===== src/core/dofrc_pkg.sv =====
package dofrc_pkg;
   // Number of digital outputs
   localparam int DO_COUNT = 5;
   // Register byte offsets
   localparam logic [7:0] OFS_KEY = 8'h00;
   localparam logic [7:0] OFS_MASK = 8'h04;
   localparam logic [7:0] OFS_CFG_FIRST = 8'h08;
   localparam logic [7:0] OFS_STATUS = 8'h1c;
   localparam logic [7:0] OFS_DISPLAY = 8'h20;
   // Key values
   localparam logic [15:0] KEY_FORCE_ON = 16'd406;
   localparam logic [15:0] KEY_FORCE_OFF = 16'd400;
   // Output configuration field layout: function code low, polarity bit
   localparam int CFG_FUNC_LSB = 0;
   localparam int CFG_FUNC_W = 8;
   localparam int CFG_POL_BIT = 8;
   // Reset values
   localparam logic [15:0] RST_KEY = 16'h0000;
   localparam logic [DO_COUNT-1:0] RST_MASK = 5'h00;
   localparam logic [8:0] RST_CFG = 9'h000;
   // Status bit positions
   localparam int ST_FORCE_EN = 0;
   localparam int ST_SERVO_ON = 1;
   localparam int ST_FORCE_ACT = 2;
   typedef enum logic [1:0] {
      DOFRC_IDLE,
      DOFRC_DATA
   } dofrc_bus_t;
endpackage : dofrc_pkg


===== src/core/dofrc_top.sv =====
// How it works
// - Key 406 enters forcing; without forcing the mask has no effect.
// - While forcing, each output whose mask bit is set turns on.
// - Mask is volatile; after reset all outputs return to normal.
// - Key 400 ends forcing and restores function-mapped output control.
// - Forcing acts only while the drive is disabled; blocked when enabled.
// - Normal outputs take function and polarity from five configuration registers.
// - Mask shown in hex on display, fifth digit leading zero blanked.
//
// Added by the designer: register access over AHB-Lite and the register offsets.
module dofrc_top (
   input wire logic hclk,
   input wire logic hresetn,
   input wire logic hsel,
   input wire logic [31:0] haddr,
   input wire logic [1:0] htrans,
   input wire logic hwrite,
   input wire logic [2:0] hsize,
   input wire logic [31:0] hwdata,
   input wire logic hready,
   output logic [31:0] hrdata,
   output logic hreadyout,
   output logic hresp,
   input wire logic servo_on,
   input wire logic [255:0] function_state,
   output logic [dofrc_pkg::DO_COUNT-1:0] digital_output,
   output logic [19:0] display_digits,
   output logic [4:0] display_blank
);
   import dofrc_pkg::*;

   logic [15:0] forcing_control_key;
   logic force_enable;
   logic [DO_COUNT-1:0] output_force_mask;
   logic [8:0] output_config [DO_COUNT];
   logic wr_pend;
   logic [7:0] wr_addr;
   dofrc_bus_t bus_state;
   dofrc_bus_t next_bus_state;

   wire logic addr_valid = hsel & hready & htrans[1];
   wire logic wr_now = bus_state == DOFRC_DATA && wr_pend;
   wire logic key_wr = wr_now && wr_addr == OFS_KEY;
   wire logic mask_wr = wr_now && wr_addr == OFS_MASK;
   wire logic force_active = force_enable & ~servo_on;
   logic [DO_COUNT-1:0] func_result;
   logic [DO_COUNT-1:0] polarity;
   logic [DO_COUNT-1:0] next_outputs;
   logic [31:0] next_rdata;

   function automatic logic cfg_hit(input logic [7:0] a, input int i);
      return a == OFS_CFG_FIRST + 8'(i * 4);
   endfunction : cfg_hit

   always_comb begin
      for (int i = 0; i < DO_COUNT; i++) begin
         func_result[i] = function_state[output_config[i][CFG_FUNC_W-1:CFG_FUNC_LSB]];
         polarity[i] = output_config[i][CFG_POL_BIT];
      end
   end

   always_comb begin
      next_rdata = 32'h0000_0000;
      if (haddr[7:0] == OFS_KEY) next_rdata = {16'h0000, forcing_control_key};
      else if (haddr[7:0] == OFS_MASK) next_rdata = {27'h0, output_force_mask};
      else if (haddr[7:0] == OFS_STATUS)
         next_rdata = {29'h0, force_active, servo_on, force_enable};
      else if (haddr[7:0] == OFS_DISPLAY) next_rdata = {12'h000, display_digits};
      for (int i = 0; i < DO_COUNT; i++)
         if (cfg_hit(haddr[7:0], i)) next_rdata = {23'h0, output_config[i]};
   end

   dofrc_outmux u_mux (
      .force_mask(output_force_mask),
      .force_active(force_active),
      .func_result(func_result),
      .polarity(polarity),
      .next_outputs(next_outputs)
   );

   // Back-to-back transfers stay in the data state; no wait states are ever added
   always_comb begin
      case (bus_state)
         DOFRC_IDLE: next_bus_state = addr_valid ? DOFRC_DATA : DOFRC_IDLE;
         DOFRC_DATA: next_bus_state = addr_valid ? DOFRC_DATA : DOFRC_IDLE;
         default: next_bus_state = DOFRC_IDLE;
      endcase
   end

   // Bus: zero-wait slave, read data registered at address phase
   always_ff @(posedge hclk or negedge hresetn) begin
      if (!hresetn) begin
         bus_state <= DOFRC_IDLE;
         wr_pend <= 1'b0;
         wr_addr <= 8'h00;
         hrdata <= 32'h0000_0000;
      end else begin
         bus_state <= next_bus_state;
         wr_pend <= addr_valid & hwrite;
         wr_addr <= haddr[7:0];
         if (addr_valid && !hwrite) hrdata <= next_rdata;
      end
   end

   always_ff @(posedge hclk or negedge hresetn) begin
      if (!hresetn) begin
         hreadyout <= 1'b0;
         hresp <= 1'b0;
      end else begin
         hreadyout <= 1'b1;
         hresp <= 1'b0;
      end
   end

   always_ff @(posedge hclk or negedge hresetn) begin
      if (!hresetn) begin
         forcing_control_key <= RST_KEY;
         force_enable <= 1'b0;
      end else if (key_wr) begin
         forcing_control_key <= hwdata[15:0];
         if (hwdata[15:0] == KEY_FORCE_ON) force_enable <= 1'b1;
         else if (hwdata[15:0] == KEY_FORCE_OFF) force_enable <= 1'b0;
      end
   end

   always_ff @(posedge hclk or negedge hresetn) begin
      if (!hresetn) output_force_mask <= RST_MASK;
      else if (mask_wr) output_force_mask <= hwdata[DO_COUNT-1:0];
   end

   always_ff @(posedge hclk or negedge hresetn) begin
      if (!hresetn) begin
         for (int i = 0; i < DO_COUNT; i++) output_config[i] <= RST_CFG;
      end else begin
         for (int i = 0; i < DO_COUNT; i++)
            if (wr_now && cfg_hit(wr_addr, i)) output_config[i] <= hwdata[8:0];
      end
   end

   always_ff @(posedge hclk or negedge hresetn) begin
      if (!hresetn) digital_output <= {DO_COUNT{1'b0}};
      else digital_output <= next_outputs;
   end

   // hex display, fifth digit blank when zero
   always_ff @(posedge hclk or negedge hresetn) begin
      if (!hresetn) begin
         display_digits <= 20'h00000;
         display_blank <= 5'h10;
      end else begin
         display_digits <= {15'h0000, output_force_mask};
         display_blank <= 5'h10;
      end
   end
endmodule : dofrc_top


===== src/core/dofrc_outmux.sv =====
module dofrc_outmux (
   input wire logic [dofrc_pkg::DO_COUNT-1:0] force_mask,
   input wire logic force_active,
   input wire logic [dofrc_pkg::DO_COUNT-1:0] func_result,
   input wire logic [dofrc_pkg::DO_COUNT-1:0] polarity,
   output logic [dofrc_pkg::DO_COUNT-1:0] next_outputs
);
   import dofrc_pkg::*;
   wire logic [DO_COUNT-1:0] normal_level;
   assign normal_level = func_result ^ polarity;
   assign next_outputs = force_active ? force_mask : normal_level;
endmodule : dofrc_outmux


===== config.mk =====
export PLATFORM = sky130hd
export DESIGN_NAME = dofrc_top
export DESIGN_NICKNAME = d
export VERILOG_FILES = /design/src/core/dofrc_pkg.sv /design/src/core/dofrc_top.sv /design/src/core/dofrc_outmux.sv
export SDC_FILE = /design/constraint.sdc
export NUM_CORES = 1
export LEC_CHECK = 0
export BUFFER_PORTS_ARGS = -buffer_cell sky130_fd_sc_hd__buf_2
export CAP_MARGIN = 0
export CORE_MARGIN = 2
export CORE_UTILIZATION = 60
export DETAILED_ROUTE_END_ITERATION = 10
export PLACE_DENSITY = 0.89
export SYNTH_ARGS = -nofsm -noshare
export SYNTH_HDL_FRONTEND = slang
export SYNTH_HIERARCHICAL = 1
export SYNTH_SLANG_ARGS = --single-unit

===== constraint.sdc =====
create_clock -name hclk -period 4 [get_ports hclk]
set_input_delay 0.2 -clock hclk [delete_from_list [all_inputs] [get_ports hclk]]
set_output_delay 0.2 -clock hclk [all_outputs]
set_load 0.01 [all_outputs]

# Yosys cells after proc, flatten, opt, wreduce, memory -nomap -nowiden
# Cells that the tools add are included.
# Widths: inputs -> output; s select.
[op_classes] addsub=0 mul=0 div=0 magnitude_cmp=5 eq_ne=17 shifts=0 muxes=24 bitwise=6 n_reduce_logical=16
[ops] op="$mux 32" count=8
[ops] op="$eq 8x5->1 const B" count=7
[ops] op="$lt 8x9->1 const B" count=5
[ops] op="$bmux 1 s8" count=5
[ops] op="$eq 16x9->1 const B" count=2
[ops] op="$eq 8x4->1 const B" count=4
[ops] op="$eq 8x3->1 const B" count=2
[ops] op="$logic_not 8->1" count=2
[ops] op="$mux 5" count=2
[ops] op="$logic_and 1x1->1" count=9
[ops] op="$mux 1" count=9
[ops] op="$eq 8x6->1 const B" count=1
[ops] op="$xor 5x5->5" count=1
[ops] op="$and 1x1->1" count=4
[ops] op="$eq 2x1->1 const B" count=1
[ops] op="$logic_not 2->1" count=1
[ops] op="$reduce_and 2->1" count=1
[ops] op="$reduce_bool 2->1" count=1
[ops] op="$reduce_or 2->1" count=1
[ops] op="$logic_not 1->1" count=1
[ops] op="$not 1->1" count=1
[totals] reg_bits=121 latchBits=0 ram_bits=0 mem_bits_ro=0 input_bits=331 output_inout_bits=64 elab_cells=83 mem_count=0

# Longest topological paths before layout
[depth] word_depth=10 ltp_mapped=12 mapped_depth_nobuf=8

# By module
# Netlist, hierarchy kept.
[modules_own_cells] mod="dofrc_top" instances=1 cells_per_inst=1344 area_each_um2=15255.9
[modules_own_cells] mod="dofrc_outmux" instances=1 cells_per_inst=16 area_each_um2=102.6

# Worst setup path before layout
# No wires, ideal clock.
[synth_timing] path_type="reg-to-reg" from="register output_config[9] (netlist bit)" to="register digital_output[3] (netlist bit)" setup_ps=119 t_arrival_ps=2351 required_ps=3881 path_slack_ps=1530 path_stages_with_launch=11 period_less_slack_ps=2470 path_cell_list="dfrtp_1 > buf_2 > buf_2 > mux4_2 > mux4_2 > mux2i_1 > o21ai_0 > nor3_1 > a211oi_1 > xnor2_1 > o21ai_2"
[synth_via] elab_chain_cells=4
[synth_rtl] element="start: declaration" line_no="dofrc_top.sv:35" source="logic [8:0] output_config [DO_COUNT];"
[synth_rtl] element="start signal: indexed assignment" line_no="dofrc_top.sv:136" source="if (wr_now && cfg_hit(wr_addr, i)) output_config[i] <= hwdata[8:0];"
[synth_rtl] element="$bmux 1 s8" line_no="dofrc_top.sv:57" source="func_result[i] = function_state[output_config[i][CFG_FUNC_W-1:CFG_FUNC_LSB]];"
[synth_rtl] element="$mux 1 (implied by the code)" line_no="dofrc_top.sv:57"
[synth_rtl] element="net func_result[3]" line_no="dofrc_top.sv:46" source="logic [DO_COUNT-1:0] func_result;"
[synth_rtl] element="$xor 5x5->5" line_no="dofrc_outmux.sv:10" source="assign normal_level = func_result ^ polarity;"
[synth_rtl] element="$mux 5" line_no="dofrc_outmux.sv:11" source="assign next_outputs = force_active ? force_mask : normal_level;"
[synth_rtl] element="net next_outputs[3]" line_no="dofrc_top.sv:48" source="logic [DO_COUNT-1:0] next_outputs;"
[synth_rtl] element="end signal: assignment" line_no="dofrc_top.sv:141" source="if (!hresetn) digital_output <= {DO_COUNT{1'b0}};"
[synth_rtl] element="end signal: assignment" line_no="dofrc_top.sv:142" source="else digital_output <= next_outputs;"
[synth_rtl] element="end: declaration" line_no="dofrc_top.sv:26" source="output logic [dofrc_pkg::DO_COUNT-1:0] digital_output,"
# The timed path passes the listed nets, and every way through them passes these cells. The select of a mux whose other input is x is not followed.
# A chain may end at the register's enable or synchronous reset.

# Final worst setup path
[layout_timing] from="register output_config[21] (netlist bit)" to="register digital_output[2] (netlist bit)"
# Same word-level chain as after synthesis.

==> metrics.txt <==
outcome finished clean; critical-path cell list nand3b_1, buf_4, o221ai_1, a21oi_1, o21ai_0, a221oi_1, a211oi_1, buf_4, xnor2_1, o21ai_1; post-route setup TNS 0 ps; placed cells 1954; #FFs+latches synth 104; Seq/Total Area, Yosys 16.9%; Hold Buf Count CTS 0; die area 26900 sq um; final core utilization 70.1%; post-route insts no fill 1975; Clock Sinks 104; Req. time, crit path 4190 ps; Post-Route Skew 13.8 ps; Synthesis Warnings 6; LEAKAGE 0.00699 uW; CP delay by family, top compound AO/OA/AOI/OAI gates; final global-route overflow total 0; root buffer cell clkbuf_16; Worst Hold Depth 1; Max-slew headroom 30.2%; I/O Buffers 313; min-delay src haddr[4]; CTS Buffer Depth 2; routed vias/inst 8.14; post-synthesis cell count 1360; DR iter-0 viols 2850; worst reg-to-reg setup slack 440 ps; Area Growth Syn to Fin 15.0%; CTS tree done; CP Capture Type flip-flop; Die W 164 um; Netlist cell types 54; via count 16082; Layout Nets 1966; Filler cells 1830; top_reg_cell synth dfrtp_1; starting density of the core 61.0%; Post-CTS Setup Bufs 0; vias in the first global route 15576; Reg clk slew, reported paths 80 ps; Worst Hold Class input port to flip-flop; Global Route Usage Sum 51.4%; hpwl dp 50800 um; crit start category flip-flop; final wirelength 69000 um; clk_lat worst skew 360 ps; first-pass GRT wire length 99700 um; Worst R2R End digital_output[2]; row cnt 58; Placed Area 17300 sq um; Final GP Congestion 1.08; Critical Path Most Common Cell buf_4; Final setup viols 0; Peak VDD IR 0.231 mV; Die Y 164 um; layout cells sized above 1 44.9%; pwr/cell area 188 nW/um^2; Ports 395; unrepaired setup endpoints after global routing false; crit path max fanout 15; WHS Endpoint wr_addr[4]; Final Cycle Share 88.9%; final hold vios 0; initial antenna violation count 3; Crit Path Class flip-flop to flip-flop; PostCTS Resize Cnt 0; first-pass iteration count of the detailed router 8; arrival time worst endpoint 3750 ps; antenna viol nets, final 0; Avg WL per Cell 34.9 um; Syn Std Cell Area 15400 sq um; final instance area 17700 sq um; fin. max-slew vios 0; CP max-delay cell dfrtp_1; CP peak stage delay 880 ps; core area 25200 sq um; drt drc 0; CTS Buf Count 9; htree depth 3; reg2reg start output_config[21]; post-synthesis async set-or-reset flop share 100%; Reg2Reg Depth 10; number of flops mapped to enable cells by yosys 0; pin count of the biggest net entering global routing 82; final hold slack 13.2 ps; Max Cap Violations 0; Achievable Freq 281 MHz; Avg Inst Size Synth 11.3 sq um; Crit path buffers/inverters 2; Final Critical Period 3560 ps; Slew @ Worst Pin 1040 ps
==> cell usage in the layout, fill, tap and decap left out, types with 7 or more instances in the layout <==
| cell type | count |
|---|---|
| dfrtp_1 | 99 |
| nor2_1 | 27 |
| mux2_2 | 58 |
| a21oi_1 | 73 |
| buf_4 | 87 |
| o211ai_1 | 7 |
| o221ai_1 | 50 |
| mux2i_1 | 219 |
| o21ai_0 | 42 |
| a221oi_1 | 62 |
| clkbuf_16 | 9 |
| nand2_1 | 61 |
| nand3b_1 | 7 |
| and3_1 | 7 |
| nand2b_1 | 16 |
| a22o_1 | 25 |
| inv_1 | 7 |
| a211oi_1 | 32 |
| nor3_1 | 8 |
| buf_12 | 10 |
| conb_1 | 38 |
| nand3_1 | 19 |
| buf_2 | 312 |
| o22ai_1 | 14 |
| and2_1 | 9 |
| nor2b_1 | 16 |
| mux4_2 | 235 |
==> per-stage QoR <==
step	setup slack (ps)	power, uW
after global placement	763	2330
final	445	3330
after detailed placement	762	2380
after global routing	449	3420
after CTS	732	3270
after floorplan	1530	1840
==> logic make-up (layout without fill, tap and decap cells) <==
logic type	after synthesis	count (layout)	share of synthesized area, %
and+or+nand+nor	195	195	6.66
AOI/OAI and AO/OA	348	348	16.2
xor gates and xnor gates	5	5	0.285
buffers and inverters	193	437	6.84
muxes	513	513	53.1
DFF	104	104	16.9
other	2	43	0.0489
==> flip-flops by register name, summed over array words and instances, names as in the netlist <==
register,count
output_config,45
forcing_control_key,16
hrdata,16
wr_addr,8
digital_output,5
display_digits,5
output_force_mask,5
bus_state,1
force_enable,1
hreadyout,1
wr_pend,1
==> final cells by class <==
class / instances / area [sq um] / area share [%]
antenna: 5 / 12.5 / 0.0708
clock buffer: 9 / 225 / 1.28
clock inverter: 7 / 88.8 / 0.503
inverter: 12 / 45.0 / 0.255
multi-input combinational: 1099 / 11800 / 67.0
sequential: 104 / 2620 / 14.8
tap: 330 / 413 / 2.34
timing repair buffer: 409 / 2410 / 13.7
==> worst max-delay path by stage <==
stage / cells past startpoint / to / start / slack, ps
after global routing: 9 / digital_output[0] / output_config[36] / 450
after detailed placement: 9 / digital_output[0] / output_config[36] / 760
after global placement: 9 / digital_output[3] / output_config[10] / 760
after floorplan: 10 / digital_output[3] / output_config[9] / 1530
final: 10 / digital_output[2] / output_config[21] / 440
after CTS: 9 / digital_output[0] / output_config[36] / 730
==> synthesized netlist by cell type, types with 7 or more instances <==
library cell / instances / area share (%)
dfrtp_1: 104 / 17
a211oi_1: 32 / 1.6
and2_1: 9 / 0.37
mux2_2: 58 / 4.3
buf_2: 18 / 0.59
buf_1: 22 / 0.54
a22o_1: 25 / 1.4
clkbuf_1: 67 / 1.6
o21ai_0: 42 / 1.4
nand3b_1: 7 / 0.34
o22ai_1: 14 / 0.57
a221oi_1: 62 / 3.5
nand2b_1: 16 / 0.65
nor3_1: 8 / 0.26
nor2_1: 27 / 0.66
mux4_2: 235 / 34
nand2_1: 61 / 1.5
mux2i_1: 219 / 14
buf_6: 7 / 0.51
and3_1: 7 / 0.29
o221ai_1: 50 / 2.9
o211ai_1: 7 / 0.34
nor2b_1: 16 / 0.65
buf_4: 67 / 3.3
nand3_1: 19 / 0.62
inv_1: 7 / 0.17
a21oi_1: 73 / 2.4
==> routing by layer <==
metal | GRT usage [%] | routed length (um) | vias to the layer above
li1 | - | - | 6185
met1 | 65.3 | 22700 | 7659
met2 | 75.0 | 29100 | 1786
met3 | 20.9 | 11900 | 452
met4 | 28.1 | 5300 | 0
met5 | 1.52 | 0 | -
==> where the power goes <==
part | total (uW) | switching (uW) | internal (uW)
clock network | 912 | 457 | 455
registers | 1150 | 72.7 | 1080
logic | 1260 | 669 | 594
Note: power is estimated with default switching activity, not from simulation.
